`src/logic/osr_pkg.sv`:
```
`default_nettype none
package osr_pkg;

  // Register width and reset contents
  localparam int OSR_WIDTH = 8;
  localparam logic OSR_STAGE_RST = 1'b0;

  // Mode decoded from the control pins
  typedef enum logic [1:0]
  {
    OSR_HOLD = 2'b00,
    OSR_LOAD = 2'b01,
    OSR_SHIFT = 2'b10,
    OSR_SIGN = 2'b11
  } osr_mode_t;

  // Control and serial pins, sampled together
  typedef struct packed
  {
    logic gate_n;
    logic shift_sel;
    logic keep_n;
    logic entry_sel;
    logic entry_a;
    logic entry_b;
    logic out_en_n;
  } osr_pins_t;

  localparam int OSR_PINS_W = $bits(osr_pins_t);
  // Gate and output enable idle high
  localparam logic [OSR_PINS_W-1:0] OSR_PINS_RST = 7'h41;

  // Wishbone register map
  localparam int OSR_ADR_W = 4;
  localparam logic [OSR_ADR_W-1:0] OSR_STATUS_OFS = 4'h0;
  localparam logic [OSR_ADR_W-1:0] OSR_CTRL_OFS = 4'h4;
  localparam logic [OSR_ADR_W-1:0] OSR_COUNT_OFS = 4'h8;

  // Status fields
  localparam int OSR_ST_MODE_LSB = 8;
  localparam int OSR_ST_DRV_BIT = 10;

  // Control fields
  localparam int OSR_CTRL_CLR_BIT = 0;
  localparam int OSR_CTRL_CNT_BIT = 1;
  localparam logic OSR_CNT_EN_RST = 1'b1;

  // Shift edge counter
  localparam int OSR_CNT_W = 16;
  localparam logic [OSR_CNT_W-1:0] OSR_CNT_RST = 16'h0000;
  localparam logic [OSR_CNT_W-1:0] OSR_CNT_ONE = 16'h0001;

endpackage
`default_nettype wire

```
`src/logic/osr_shift_reg.sv`:
```
// Our own choices: the Wishbone interface to the registers and the placing of the registers.
`timescale 1ns/1ps
`default_nettype none
module osr_shift_reg #(
  parameter int WIDTH = osr_pkg::OSR_WIDTH
)
(
  input wire logic core_clk_i,
  input wire logic reset_n_i,
  input wire logic clear_n_i,
  input wire logic shift_load_gate_n_i,
  input wire logic shift_sel_i,
  input wire logic top_bit_keep_n_i,
  input wire logic entry_sel_i,
  input wire logic entry_bit_a_i,
  input wire logic entry_bit_b_i,
  input wire logic out_en_n_i,
  input wire logic [WIDTH-1:0] par_bus_i,
  output logic [WIDTH-1:0] par_bus_o,
  output logic [WIDTH-1:0] par_bus_oe_o,
  output logic ser_out_o,
  input wire logic wb_cyc_i,
  input wire logic wb_stb_i,
  input wire logic wb_we_i,
  input wire logic [osr_pkg::OSR_ADR_W-1:0] wb_adr_i,
  input wire logic [3:0] wb_sel_i,
  input wire logic [31:0] wb_dat_i,
  output logic [31:0] wb_dat_o,
  output logic wb_ack_o
);

  logic [1:0] rst_sync;
  logic rst_n;
  logic clr_arst_n;
  logic [1:0] clr_sync;
  logic stage_rst_n;
  logic [osr_pkg::OSR_PINS_W-1:0] pins_raw;
  logic [osr_pkg::OSR_PINS_W-1:0] pins_q;
  osr_pkg::osr_pins_t pins;
  logic [WIDTH-1:0] par_in;
  osr_pkg::osr_mode_t mode;
  logic entry_bit;
  logic [WIDTH-1:0] upper;
  logic [WIDTH-1:0] stages;
  logic drive_en;
  logic soft_clr;
  logic cnt_en;
  logic [osr_pkg::OSR_CNT_W-1:0] shift_cnt;
  logic wb_req;
  logic wr_fire;
  logic [31:0] rd_word;

  // Reset release through two flip-flops
  always_ff @(posedge core_clk_i or negedge reset_n_i)
  begin
    if (!reset_n_i)
    begin
      rst_sync <= 2'b00;
    end
    else
    begin
      rst_sync <= {rst_sync[0], 1'b1};
    end
  end

  assign rst_n = rst_sync[1];

  // Clear pin asserts at once, releases on the clock
  assign clr_arst_n = clear_n_i & rst_n;

  always_ff @(posedge core_clk_i or negedge clr_arst_n)
  begin
    if (!clr_arst_n)
    begin
      clr_sync <= 2'b00;
    end
    else
    begin
      clr_sync <= {clr_sync[0], 1'b1};
    end
  end

  assign stage_rst_n = clr_sync[1];

  // Pins are sampled together so modes and data stay aligned
  assign pins_raw = {shift_load_gate_n_i, shift_sel_i, top_bit_keep_n_i,
    entry_sel_i, entry_bit_a_i, entry_bit_b_i, out_en_n_i};

  osr_sync #(
    .W(osr_pkg::OSR_PINS_W),
    .RST_VAL(osr_pkg::OSR_PINS_RST)
  )
  u_pin_sync (
    .clk_i(core_clk_i),
    .rst_n_i(rst_n),
    .d_i(pins_raw),
    .q_o(pins_q)
  );

  assign pins = osr_pkg::osr_pins_t'(pins_q);

  osr_sync #(
    .W(WIDTH),
    .RST_VAL('0)
  )
  u_bus_sync (
    .clk_i(core_clk_i),
    .rst_n_i(rst_n),
    .d_i(par_bus_i),
    .q_o(par_in)
  );

  // Mode decode; output enable plays no part here
  always_comb
  begin
    case ({pins.gate_n, pins.shift_sel})
      2'b00: mode = osr_pkg::OSR_LOAD;
      2'b01: mode = pins.keep_n ? osr_pkg::OSR_SHIFT : osr_pkg::OSR_SIGN;
      default: mode = osr_pkg::OSR_HOLD;
    endcase
  end

  // Bit entering the top stage
  always_comb
  begin
    if (mode == osr_pkg::OSR_SIGN)
    begin
      entry_bit = stages[WIDTH-1];
    end
    else if (pins.entry_sel)
    begin
      entry_bit = pins.entry_b;
    end
    else
    begin
      entry_bit = pins.entry_a;
    end
  end

  // Each stage sees the pre-edge value of the one above
  assign upper = {entry_bit, stages[WIDTH-1:1]};

  for (genvar i = 0; i < WIDTH; i++)
  begin : g_stage
    osr_stage u_stage (
      .clk_i(core_clk_i),
      .rst_n_i(stage_rst_n),
      .sync_clr_i(soft_clr),
      .mode_i(mode),
      .par_i(par_in[i]),
      .upper_i(upper[i]),
      .q_o(stages[i])
    );
  end

  // Drivers on with shift select high or in clear, with output enable low
  assign drive_en = ~pins.out_en_n
    & (pins.shift_sel | ~stage_rst_n);
  assign par_bus_oe_o = {WIDTH{drive_en}};
  assign par_bus_o = stages;
  assign ser_out_o = stages[0];

  // Wishbone slave, one wait state
  assign wb_req = wb_cyc_i & wb_stb_i & ~wb_ack_o;
  assign wr_fire = wb_cyc_i & wb_stb_i & wb_we_i & wb_ack_o;

  always_ff @(posedge core_clk_i or negedge rst_n)
  begin
    if (!rst_n)
    begin
      wb_ack_o <= 1'b0;
    end
    else
    begin
      wb_ack_o <= wb_req;
    end
  end

  always_comb
  begin
    rd_word = '0;
    case (wb_adr_i)
      osr_pkg::OSR_STATUS_OFS:
      begin
        rd_word[WIDTH-1:0] = stages;
        rd_word[osr_pkg::OSR_ST_MODE_LSB +: 2] = mode;
        rd_word[osr_pkg::OSR_ST_DRV_BIT] = drive_en;
      end
      osr_pkg::OSR_CTRL_OFS:
      begin
        rd_word[osr_pkg::OSR_CTRL_CNT_BIT] = cnt_en;
      end
      osr_pkg::OSR_COUNT_OFS:
      begin
        rd_word[osr_pkg::OSR_CNT_W-1:0] = shift_cnt;
      end
      default: rd_word = '0;
    endcase
  end

  always_ff @(posedge core_clk_i or negedge rst_n)
  begin
    if (!rst_n)
    begin
      wb_dat_o <= '0;
    end
    else if (wb_req)
    begin
      wb_dat_o <= rd_word;
    end
  end

  // Control: soft clear pulse and counter enable
  always_ff @(posedge core_clk_i or negedge rst_n)
  begin
    if (!rst_n)
    begin
      soft_clr <= 1'b0;
    end
    else
    begin
      soft_clr <= wr_fire & wb_sel_i[0]
        & (wb_adr_i == osr_pkg::OSR_CTRL_OFS)
        & wb_dat_i[osr_pkg::OSR_CTRL_CLR_BIT];
    end
  end

  always_ff @(posedge core_clk_i or negedge rst_n)
  begin
    if (!rst_n)
    begin
      cnt_en <= osr_pkg::OSR_CNT_EN_RST;
    end
    else if (wr_fire && wb_sel_i[0] && wb_adr_i == osr_pkg::OSR_CTRL_OFS)
    begin
      cnt_en <= wb_dat_i[osr_pkg::OSR_CTRL_CNT_BIT];
    end
  end

  // Counts shift and sign edges; a write clears it
  always_ff @(posedge core_clk_i or negedge rst_n)
  begin
    if (!rst_n)
    begin
      shift_cnt <= osr_pkg::OSR_CNT_RST;
    end
    else if (wr_fire && wb_adr_i == osr_pkg::OSR_COUNT_OFS)
    begin
      shift_cnt <= osr_pkg::OSR_CNT_RST;
    end
    else if (cnt_en && stage_rst_n && !soft_clr && mode[1])
    begin
      shift_cnt <= shift_cnt + osr_pkg::OSR_CNT_ONE;
    end
  end

  chk_hold_keeps: assert property (
    @(posedge core_clk_i) disable iff (!stage_rst_n)
    (mode == osr_pkg::OSR_HOLD && !soft_clr) |=> $stable(stages))
    else $error("Stages changed in hold mode");

  chk_load_capture: assert property (
    @(posedge core_clk_i) disable iff (!stage_rst_n)
    (mode == osr_pkg::OSR_LOAD && !soft_clr) |=> stages == $past(par_in))
    else $error("Parallel load did not capture bus");

  chk_shift_down: assert property (
    @(posedge core_clk_i) disable iff (!stage_rst_n)
    (mode[1] && !soft_clr)
    |=> stages[WIDTH-2:0] == $past(stages[WIDTH-1:1]))
    else $error("Lower stages did not shift right");

  chk_entry_select: assert property (
    @(posedge core_clk_i) disable iff (!stage_rst_n)
    (mode == osr_pkg::OSR_SHIFT && !soft_clr)
    |=> stages[WIDTH-1] == $past(pins.entry_sel ? pins.entry_b
      : pins.entry_a))
    else $error("Top stage took wrong serial input");

  chk_sign_keep: assert property (
    @(posedge core_clk_i) disable iff (!stage_rst_n)
    (mode == osr_pkg::OSR_SIGN && !soft_clr) |=> $stable(stages[WIDTH-1]))
    else $error("Top stage lost its sign bit");

  chk_drive_off: assert property (
    @(posedge core_clk_i) disable iff (!rst_n)
    (pins.out_en_n || (!pins.shift_sel && stage_rst_n))
    |-> par_bus_oe_o == '0)
    else $error("Bus driven while disabled or loading");

  chk_clear_drive: assert property (
    @(posedge core_clk_i) disable iff (!rst_n)
    (!stage_rst_n && !pins.out_en_n) |-> par_bus_oe_o == '1)
    else $error("Bus not driven with zeros during clear");

  chk_drive_on: assert property (
    @(posedge core_clk_i) disable iff (!rst_n)
    (!pins.out_en_n && pins.shift_sel)
    |-> (par_bus_oe_o == '1 && par_bus_o == stages))
    else $error("Bus not driven from stages");

  chk_clear_zero: assert property (
    @(posedge core_clk_i) disable iff (!rst_n)
    !stage_rst_n |-> (stages == '0 && !ser_out_o))
    else $error("Clear did not empty the register");

  chk_clear_release: assert property (
    @(posedge core_clk_i) disable iff (!rst_n)
    $rose(stage_rst_n) |-> stages == '0)
    else $error("Register not zero after clear release");

  chk_wb_ack_pulse: assert property (
    @(posedge core_clk_i) disable iff (!rst_n)
    wb_req |=> wb_ack_o ##1 !wb_ack_o)
    else $error("Bus ack not a single cycle");

endmodule
`default_nettype wire

```
`src/logic/osr_stage.sv`:
```
`timescale 1ns/1ps
`default_nettype none
module osr_stage (
  input wire logic clk_i,
  input wire logic rst_n_i,
  input wire logic sync_clr_i,
  input wire osr_pkg::osr_mode_t mode_i,
  input wire logic par_i,
  input wire logic upper_i,
  output logic q_o
);

  always_ff @(posedge clk_i or negedge rst_n_i)
  begin
    if (!rst_n_i)
    begin
      q_o <= osr_pkg::OSR_STAGE_RST;
    end
    else if (sync_clr_i)
    begin
      q_o <= osr_pkg::OSR_STAGE_RST;
    end
    else
    begin
      case (mode_i)
        osr_pkg::OSR_LOAD: q_o <= par_i;
        osr_pkg::OSR_SHIFT: q_o <= upper_i;
        osr_pkg::OSR_SIGN: q_o <= upper_i;
        default: q_o <= q_o;
      endcase
    end
  end

endmodule
`default_nettype wire

```
`src/logic/osr_sync.sv`:
```
`timescale 1ns/1ps
`default_nettype none
module osr_sync #(
  parameter int W = 1,
  parameter logic [W-1:0] RST_VAL = '0
)
(
  input wire logic clk_i,
  input wire logic rst_n_i,
  input wire logic [W-1:0] d_i,
  output logic [W-1:0] q_o
);

  logic [W-1:0] meta;
  logic [W-1:0] mid;
  logic [W-1:0] late;

  always_ff @(posedge clk_i or negedge rst_n_i)
  begin
    if (!rst_n_i)
    begin
      meta <= RST_VAL;
      mid <= RST_VAL;
      late <= RST_VAL;
    end
    else
    begin
      meta <= d_i;
      mid <= meta;
      late <= mid;
    end
  end

  // A bit moves only once the two later stages agree
  always_ff @(posedge clk_i or negedge rst_n_i)
  begin
    if (!rst_n_i)
    begin
      q_o <= RST_VAL;
    end
    else
    begin
      q_o <= (mid & late) | (q_o & (mid | late));
    end
  end

endmodule
`default_nettype wire

```
`config.mk`:
```
export PLATFORM = sky130hd
export DESIGN_NAME = osr_shift_reg
export DESIGN_NICKNAME = d
export VERILOG_FILES = /design/src/logic/osr_pkg.sv /design/src/logic/osr_shift_reg.sv /design/src/logic/osr_stage.sv /design/src/logic/osr_sync.sv
export SDC_FILE = /design/constraint.sdc
export NUM_CORES = 1
export LEC_CHECK = 0
export ABC_AREA = 1
export BUFFER_PORTS_ARGS = -buffer_cell sky130_fd_sc_hd__buf_2
export CAP_MARGIN = 0
export CELL_PAD_IN_SITES_DETAIL_PLACEMENT = 1
export CELL_PAD_IN_SITES_GLOBAL_PLACEMENT = 1
export CORE_ASPECT_RATIO = 0.6
export CORE_MARGIN = 2
export CORE_UTILIZATION = 43
export CTS_CLUSTER_SIZE = 8
export DETAILED_ROUTE_END_ITERATION = 16
export PLACE_DENSITY_LB_ADDON = 0.1
export SLEW_MARGIN = 20
export SYNTH_ARGS = -nofsm -noshare
export SYNTH_HDL_FRONTEND = slang
export SYNTH_HIERARCHICAL = 1
export SYNTH_SLANG_ARGS = --single-unit
export TNS_END_PERCENT = 50
```
`constraint.sdc`:
```
create_clock -name core_clk_i -period 5.8 [get_ports core_clk_i]
set_input_delay 0.58 -clock core_clk_i [delete_from_list [all_inputs] [get_ports core_clk_i]]
set_output_delay 0.58 -clock core_clk_i [all_outputs]
set_load 0.01 [all_outputs]
```
==> results.md, run 1 <==
* DP Cell Count at 650
* # rows at 28
* Clock share of power at 37.2%
* Tot GR Track Use at 20.0%
* # IOs at 111
* Synthesized flop and latch total at 107
* Post-CTS Hold Fix Bufs at 1
* Gate power share at 10.1%
* Fmax at 0.441 GHz
* Final Critical Period at 2270 ps
* Layout Nets at 589
* Pwr dens at 318 mW/mm^2
* Total power at 1610 uW
* Ys flop type: dfrtp_1
* Vias per cell at 4.84
* Largest family of logic cells by synthesized area: simple AND/OR/NAND/NOR gates
* Part of the cycle the worst path needs at 39.1%
* Total grt overflow at 0
* Die area at 0.0112 sq mm
* GP Congestion at 0.796
* Fin Setup TNS at 0 ps
* FFs w/ async S/R, synth at 100%
* DRC viols at 0
* Initial antenna violation count at 0
* Most frequent cells in the layout: dfrtp_1 (97), nand2_1 (90), nor2_1 (62), buf_2 (61), inv_1 (59)
* Hold WC Path Type: input port to asynchronous set/reset pin
* Worst Max-Slew Pin Slew at 638 ps
* Port buffer count at 61
* Final setup violating endpoints at 0
* Initial Util at 44.5%
* Total number of vias at 3,228
* Critical Path AT at 1690 ps
* CTS Buf Count at 9
* Post-route setup slack at 3530 ps
* Post-synthesis mux area share at 0.254%
* Setup Slack @ Placement at 3860 ps
* Die X-Extent at 135 microns
* Largest net degree at the start of global routing at 50
* PostCTS Resize Cnt at 0
* Sequential area share after synthesis at 60.7%
* DR iter-0 viols at 132
* Leak Pwr at 0.00261 uW
* CP max FO at 10
* RSZ-0062 raised after global routing: false
* Clk slew on worst S/H paths at 80 ps
* Setup Fix Bufs, Post-CTS at 0
* CTS tree: yes
* Fin Hold WS at 89.2 ps
* Slew Limit Fails at 0
* Clock Skews at 8.86 ps
* Status: finished clean
* Post-synthesis instance area at 0.00443 sq mm
* Max Cap Viol at 0
* Final ANT Viol Nets at 0
* Post-Syn Area per Cell at 9.53 sq um
* Post-Synthesis Cells at 465
* Crit end category: output port
* H-tree depth at 3
* Post-synthesis compound-gate area fraction at 7.12%
* Diode count at 0
* 1st-pass router iterations at 4
* First-pass GRT wire length at 16,800 microns
* Peak VDD IR at 0.000141 V
* Switching share of power at 27.5%
* Vias in the first global route at 3,343
* CP Launch Type: flip-flop
* Post-DP HPWL at 7250 microns
* Layout Cells excl Fill at 667
* Yosys cell types at 29
* WP data required at 5220 ps
* Root Driver: clkbuf_16
* Internal at 1170 uW
* P_sw at 443 uW
* Hold Vio Cnt, Final at 0
* Drt total wl at 10,100 microns
* Post-synth EDFFs at 0
* Share of power burned in registers at 52.8%
* Deepest clock path buffer count at 2
* Die H at 82.6 microns
* Core area at 0.00995 sq mm
* Worst skew pair latency at 350 ps
* Post-Synth XOR/XNOR Area at 0%
* Simple-gate share of the synthesized area at 21.3%
* Most common cell after layout, fill and taps aside: dfrtp_1
* P&R area growth vs syn at 14.5%
* Clock sinks at 107
* CP Class: flip-flop to output port
* WL/cell at 15.2 microns
* Fraction of layout cells with a size suffix above 1 at 20.7%
* Relative slew slack at 57.5%
* Yosys warning count at 6
* Synth Area in Adders at 0.282%
==> layout make-up <==
class / instances / area [sq um]
inverter: 62 / 233
sequential: 107 / 2690
timing repair buffer: 65 / 338
clock buffer: 10 / 239
clock inverter: 6 / 51.3
tap: 135 / 169
multi-input combinational: 282 / 1350
fill: 1177 / 4880
==> registers in the layout, indices dropped and copies added, names as in the netlist <==
| register | flops |
|---|---|
| shift_cnt | 16 |
| wb_dat_o | 16 |
| g_stage.u_stage/q_o | 8 |
| u_bus_sync/late | 8 |
| u_bus_sync/meta | 8 |
| u_bus_sync/mid | 8 |
| u_bus_sync/q_o | 8 |
| u_pin_sync/late | 7 |
| u_pin_sync/meta | 7 |
| u_pin_sync/mid | 7 |
| u_pin_sync/q_o | 7 |
| clr_sync | 2 |
| rst_sync | 2 |
| cnt_en | 1 |
| soft_clr | 1 |
| wb_ack_o | 1 |
==> cell families (layout without fill, tap and decap cells) <==
kind of cell | Yosys count | count (layout)
fa+ha+maj | 1 | 1
buf+inv | 92 | 143
flops | 107 | 107
other cells | 2 | 18
simple gates | 208 | 208
compound gates | 54 | 54
mux | 1 | 1
==> metrics by stage <==
step	util, %	area, sq um
floorplan	-	4490
global placement	48.0	4770
detailed placement	48.0	4770
CTS	51.0	5070
global route	51.0	5070
finish	51.0	5070
==> cell usage after synthesis, types with 2 or more instances <==
master | n | share of area (%)
a21oi_1 | 24 | 2.7
buf_2 | 2 | 0.23
buf_4 | 26 | 4.4
conb_1 | 2 | 0.17
dfrtp_1 | 98 | 55
dfstp_2 | 9 | 5.3
inv_1 | 59 | 5.0
inv_2 | 3 | 0.25
nand2_1 | 90 | 7.6
nand2_2 | 3 | 0.42
nand2_4 | 2 | 0.51
nand3_1 | 32 | 3.6
nand4_1 | 7 | 0.99
nor2_1 | 62 | 5.3
nor2_2 | 2 | 0.28
nor2_4 | 7 | 1.8
o211ai_1 | 7 | 1.2
o21ai_0 | 6 | 0.68
o21ai_1 | 6 | 0.68
o21bai_1 | 9 | 1.5
==> power groups by stage <==
stage               clock network [uW]  logic [uW]  registers (uW)
floorplan                            0         104             863
global placement                     0         156             862
detailed placement                   0         165             866
CTS                                619         167             853
global route                       645         187             862
finish                             599         162             851
==> metal layers <==
layer / track usage [%] / share of wire (%) / wire [microns] / vias to the layer above
li1: - / - / - / 1539
met4: 4.79 / 1.0 / 102 / 0
met3: 4.82 / 4.6 / 462 / 11
met5: 0 / 0 / 0 / -
met2: 33.2 / 45 / 4560 / 79
met1: 27.0 / 49 / 5000 / 1599
==> final timing paths <==
path	from	endpoint	slack, ps	cells after the start
max	clr_sync[1]	par_bus_oe_o[0]	3530	2
max reg2reg	clr_sync[1]	shift_cnt[10]	4010	7
max in group asynchronous	rst_sync[1]	u_bus_sync/late[4]	4390	1
min	clear_n_i	clr_sync[0]	90	3
min reg2reg	clr_sync[1]	g_stage[2].u_stage/q_o	180	0
min in group core_clk_i	shift_load_gate_n_i	u_pin_sync/meta[6]	330	1
==> worst max-delay path, stage by stage (launching register included) <==
cell	delay, ps
dfrtp_1	550
a21oi_1	550
buf_2	240
(Power assumes the default switching activity.)
==> run 2, diff against run 1 <==
--- a/config.mk
+++ b/config.mk
@@ -12,7 +12,7 @@
 export CELL_PAD_IN_SITES_GLOBAL_PLACEMENT = 1
 export CORE_ASPECT_RATIO = 0.6
 export CORE_MARGIN = 2
-export CORE_UTILIZATION = 43
+export CORE_UTILIZATION = 36
 export CTS_CLUSTER_SIZE = 8
 export DETAILED_ROUTE_END_ITERATION = 16
 export PLACE_DENSITY_LB_ADDON = 0.1
==> constraint.sdc (replaced) <==
create_clock -name core_clk_i -period 1.93 [get_ports core_clk_i]
set_input_delay 0.193 -clock core_clk_i [delete_from_list [all_inputs] [get_ports core_clk_i]]
set_output_delay 0.193 -clock core_clk_i [all_outputs]
set_load 0.01 [all_outputs]
==> run 2 against run 1 <==
Hold slack worse by 29 ps. Design area is 4.9% higher. Largest power group unchanged. Via count is 1.4% higher. Worst setup slack worse by 3300 ps. Combinational power grew to 3.4 times the previous value. Die area is 19% higher. Total power grew to 3.1 times the previous value.
==> results.md, run 2 (synthesis gave the netlist of run 1 again) <==
* Register-to-Register Path Depth at 7
* Leak Pwr at 0.00270 uW
* WL/cell at 14.9 microns
* Die area at 0.0132 sq mm
* Worst Max-Slew Pin Slew at 568 ps
* WP buf/inv at 1
* Crit-path max cell delay at 490 ps
* WP data required at 1740 ps
* Worst path depth at 2
* Diode count at 0
* Hold WC Path Type: input port to flip-flop
* Hold Vio Cnt, Final at 0
* Post-route setup slack at 220 ps
* H-tree depth at 3
* CP max-delay cell: a21oi_1
* First-pass GRT wire length at 17,600 microns
* Core area at 0.0120 sq mm
* Worst r2r dst: shift_cnt[6]
* Most frequent cells in the layout: dfrtp_1 (97), nand2_1 (90), nor2_1 (62), buf_2 (61), inv_1 (59)
* Clock sinks at 107
* Vias per cell at 4.57
* Critical Path AT at 1520 ps
* CP max FO at 9
* CP Launch Type: flip-flop
* R2R setup slack at 370 ps
* Root Driver: clkbuf_16
* CTS tree: yes
* 1st-pass router iterations at 4
* Part of the cycle the worst path needs at 88.6%
* Vias in the first global route at 3,403
* Max Cap Viol at 0
* Status: finished clean
* Final Critical Period at 1710 ps
* Biggest regs: shift_cnt (16), wb_dat_o (16)
* Port buffer count at 61
* # rows at 31
* Total grt overflow at 0
* Pwr dens at 932 mW/mm^2
* PostCTS Resize Cnt at 0
* DR iter-0 viols at 143
* Largest net degree at the start of global routing at 97
* Setup Fix Bufs, Post-CTS at 0
* Worst setup endpoint: par_bus_oe_o[7]
* Crit end category: output port
* Relative slew slack at 62.1%
* Deepest clock path buffer count at 2
* Slew Limit Fails at 0
* CP delay by family, top: compound AO/OA/AOI/OAI gates
* CTS Buf Count at 9
* Clock Skews at 8.08 ps
* Initial antenna violation count at 0
* Layout Nets at 608
* Fmax at 0.585 GHz
* P&R area growth vs syn at 20.1%
* Die H at 89.9 microns
* # IOs at 111
* Final setup violating endpoints at 0
* Most common cell after layout, fill and taps aside: dfrtp_1
* R2r startpoint: cnt_en
* Tot GR Track Use at 17.0%
* GP Congestion at 0.783
* Drt total wl at 10,600 microns
* Crit-path cells: a21oi_1 > buf_2
* RSZ-0062 raised after global routing: false
* Fin Setup TNS at 0 ps
* Clk slew on worst S/H paths at 70 ps
* Total number of vias at 3,274
* CP Class: flip-flop to output port
* DRC viols at 0
* Final ANT Viol Nets at 0
* Fill count at 1,405
* Setup Slack @ Placement at 399 ps
* Post-CTS Hold Fix Bufs at 17
* Die X-Extent at 147 microns
* Post-DP HPWL at 7570 microns
* Setup crit start: clr_sync[1]
* Fraction of layout cells with a size suffix above 1 at 20.3%
* Initial Util at 36.8%
* Worst skew pair latency at 340 ps
* Peak VDD IR at 0.000479 V
==> run 2: through the flow <==
step	util (%)	cells	area [sq um]	hold slack, ps	power (uW)
3_3_place_gp	40.3	683	4840	-20.2	3080
2_1_floorplan	-	481	4490	-103	2910
4_1_cts	44.2	716	5320	49.4	5050
6_report	44.2	716	5320	60.0	4960
5_1_grt	44.2	716	5320	53.7	5200
3_5_place_dp	40.3	683	4840	-17.3	3110
==> run 2: routing by layer <==
layer | GRT usage, % | vias up | routed length [microns]
li1 | - | 1578 | -
met1 | 24.9 | 1623 | 5380
met2 | 25.4 | 66 | 4640
met4 | 3.85 | 0 | 83
met5 | 0 | - | 0
met3 | 4.57 | 7 | 533
==> run 2: worst min path at each step <==
stage | from | endpoint | slack (ps) | cells past startpoint
2_1_floorplan | reset_n_i | rst_sync[0] | -100 | 0
3_3_place_gp | reset_n_i | rst_sync[0] | -20 | 1
3_5_place_dp | reset_n_i | rst_sync[0] | -20 | 1
4_1_cts | wb_dat_i[0] | soft_clr | 50 | 3
5_1_grt | wb_dat_i[0] | soft_clr | 50 | 3
6_report | wb_dat_i[0] | soft_clr | 60 | 3
==> run 2: report_power, final <==
group	leakage, uW	switching, uW	internal [uW]	total (uW)
clock network	0.000149	843	1030	1870
registers	0.00132	134	2400	2530
logic	0.00124	340	212	552
==> run 2: worst min-delay path: stages <==
cell	delay, ps
buf_2	100
inv_1	40
nor2_1	30
==> run 2: cell type report <==
| cell class | count | area (sq um) | area share [%] |
|---|---|---|---|
| sequential | 107 | 2690 | 50.6 |
| inverter | 62 | 233 | 4.38 |
| clock buffer | 10 | 229 | 4.30 |
| tap | 165 | 206 | 3.88 |
| multi-input combinational | 282 | 1350 | 25.4 |
| clock inverter | 6 | 76.3 | 1.43 |
| timing repair buffer | 84 | 533 | 10.0 |
==> run 3, diff against run 2 <==
--- a/config.mk
+++ b/config.mk
@@ -11,7 +11,6 @@
 export CELL_PAD_IN_SITES_DETAIL_PLACEMENT = 1
 export CELL_PAD_IN_SITES_GLOBAL_PLACEMENT = 1
 export CORE_ASPECT_RATIO = 0.6
-export CORE_MARGIN = 2
 export CORE_UTILIZATION = 36
 export CTS_CLUSTER_SIZE = 8
 export DETAILED_ROUTE_END_ITERATION = 16
==> run 3 against run 2 <==
Global-route usage increased by 1.3 points. Non-clock buffer count increased by 1. Die area decreased by 3.6%. Clock power decreased by 3%. Clock skew about the same. Sequential cell count unchanged. Utilization increased by 1.5 points.
==> results.md, run 3 (synthesis gave the netlist of run 1 again) <==
* Core area at 0.0116 sq mm
* Layout Nets at 609
* Root Driver: clkbuf_16
* Clock sinks at 107
* Design area at 0.00532 sq mm
* Leak Pwr at 0.00271 uW
* Total grt overflow at 0
* P&R area growth vs syn at 20.0%
* Crit-path max cell delay at 460 ps
* CP max-delay cell: a21oi_1
* WP buf/inv at 2
* R2R setup slack at 360 ps
* # IOs at 111
* Worst skew pair latency at 350 ps
* Fin Setup TNS at 0 ps
* Initial antenna violation count at 0
* Critical Path AT at 1530 ps
* Final Critical Period at 1720 ps
* PostCTS Resize Cnt at 0
* Clock share of power at 37.1%
* # rows at 30
* Fraction of layout cells with a size suffix above 1 at 20.7%
* WP data required at 1740 ps
* Crit-path cells: inv_2 > a21oi_1 > buf_2
* Status: finished clean
* GP Congestion at 0.808
* Setup Fix Bufs, Post-CTS at 0
* Drt total wl at 10,500 microns
* Post-layout util at 45.7%
* Internal at 3530 uW
* Post-DP HPWL at 7640 microns
* Largest net degree at the start of global routing at 37
* CTS tree: yes
* RSZ-0062 raised after global routing: false
* Clock Skews at 7.64 ps
* Total number of vias at 3,323
* CTS Buf Count at 9
* Gate power share at 10.9%
* Initial Util at 38.1%
* Max Cap Viol at 0
* Worst Max-Slew Pin Slew at 590 ps
* Slew Limit Fails at 0
* CP Launch Type: flip-flop
* Final setup violating endpoints at 0
* 1st-pass router iterations at 4
* Hold Vio Cnt, Final at 0
* CP max FO at 9
* Peak VDD IR at 0.000480 V
* Die H at 87.9 microns
* Vias in the first global route at 3,470
* DP Area at 0.00486 sq mm
* WL/cell at 14.7 microns
* Biggest regs: shift_cnt (16), wb_dat_o (16)
* Port buffer count at 61
* Die X-Extent at 145 microns
* Tot GR Track Use at 18.3%
* Final ANT Viol Nets at 0
* Hold WC Path Type: flip-flop to asynchronous set/reset pin
* Switching share of power at 27.9%
* Fmax at 0.580 GHz
* First-pass GRT wire length at 17,700 microns
* Relative slew slack at 60.6%
* Share of power burned in registers at 52.1%
* Post-CTS Hold Fix Bufs at 17
* Part of the cycle the worst path needs at 89.3%
* DRC viols at 0
* Die area at 0.0128 sq mm
* DR iter-0 viols at 97
* Most common cell after layout, fill and taps aside: dfrtp_1
* P_sw at 1360 uW
* Clk slew on worst S/H paths at 80 ps
* Fill count at 1,366
* CP Class: flip-flop to output port
* Pwr dens at 919 mW/mm^2
* Most frequent cells in the layout: dfrtp_1 (97), nand2_1 (90), nor2_1 (62), buf_2 (61), inv_1 (59)
* Diode count at 0
* Vias per cell at 4.67
* Crit end category: output port
* Deepest clock path buffer count at 2
* H-tree depth at 3
* CP delay by family, top: compound AO/OA/AOI/OAI gates
-- run 3: final cells by class --
cell class | count | area, sq um | area share [%]
inverters | 62 | 233 | 4.38
multi-input cells | 282 | 1350 | 25.4
clock buffers | 9 | 225 | 4.24
flip-flops and latches | 107 | 2690 | 50.6
repair buffers | 85 | 553 | 10.4
clock inverters | 7 | 65.1 | 1.22
well taps | 160 | 200 | 3.76
-- run 3: path summary, 6_finish.rpt --
check | startpoint | end | cells after the start
min in group core_clk_i | wb_dat_i[1] | cnt_en | 3
hold / removal | clr_sync[1] | g_stage[7].u_stage/q_o | 0
setup reg to reg | cnt_en | shift_cnt[10] | 7
setup / recovery | u_pin_sync/q_o[5] | par_bus_oe_o[7] | 3
max in group asynchronous | rst_sync[1] | u_pin_sync/meta[6] | 1
hold reg to reg | clr_sync[1] | g_stage[7].u_stage/q_o | 0
-- run 3: metrics by stage --
stage,cells,worst slack [ps],hold slack (ps),total power [uW]
detailed placement,679,374,-19.8,3110
floorplan,481,297,-103,2910
CTS,712,161,42.3,4990
global placement,679,381,-22.0,3080
global route,712,71.6,77.1,5130
finish,712,206,60.6,4890
-- run 3: per-layer routing --
metal,share of wire (%),GRT usage [%],wire length (microns),vias to the layer above
met3,4.1,4.84,429,5
met5,0,0,0,-
met4,0.75,5.07,79,0
met2,43,28.5,4500,80
met1,52,25.4,5470,1656
li1,-,-,-,1582
-- run 3: power groups by stage --
stage               Clock (uW)  Sequential [uW]  Combinational [uW]
floorplan                    0             2590                 313
global placement             0             2590                 495
detailed placement           0             2590                 516
CTS                       1890             2550                 545
global route              1960             2570                 603
finish                    1810             2550                 532
-- run 3: worst register-to-register path: stages, from the launching register on --
cell and delay [ps]:
dfstp_2 570, nand2_1 90, nor2_4 160, nand2_4 130, nor2_4 170, nand3_1 160, nor2_1 130, nor2_1 60
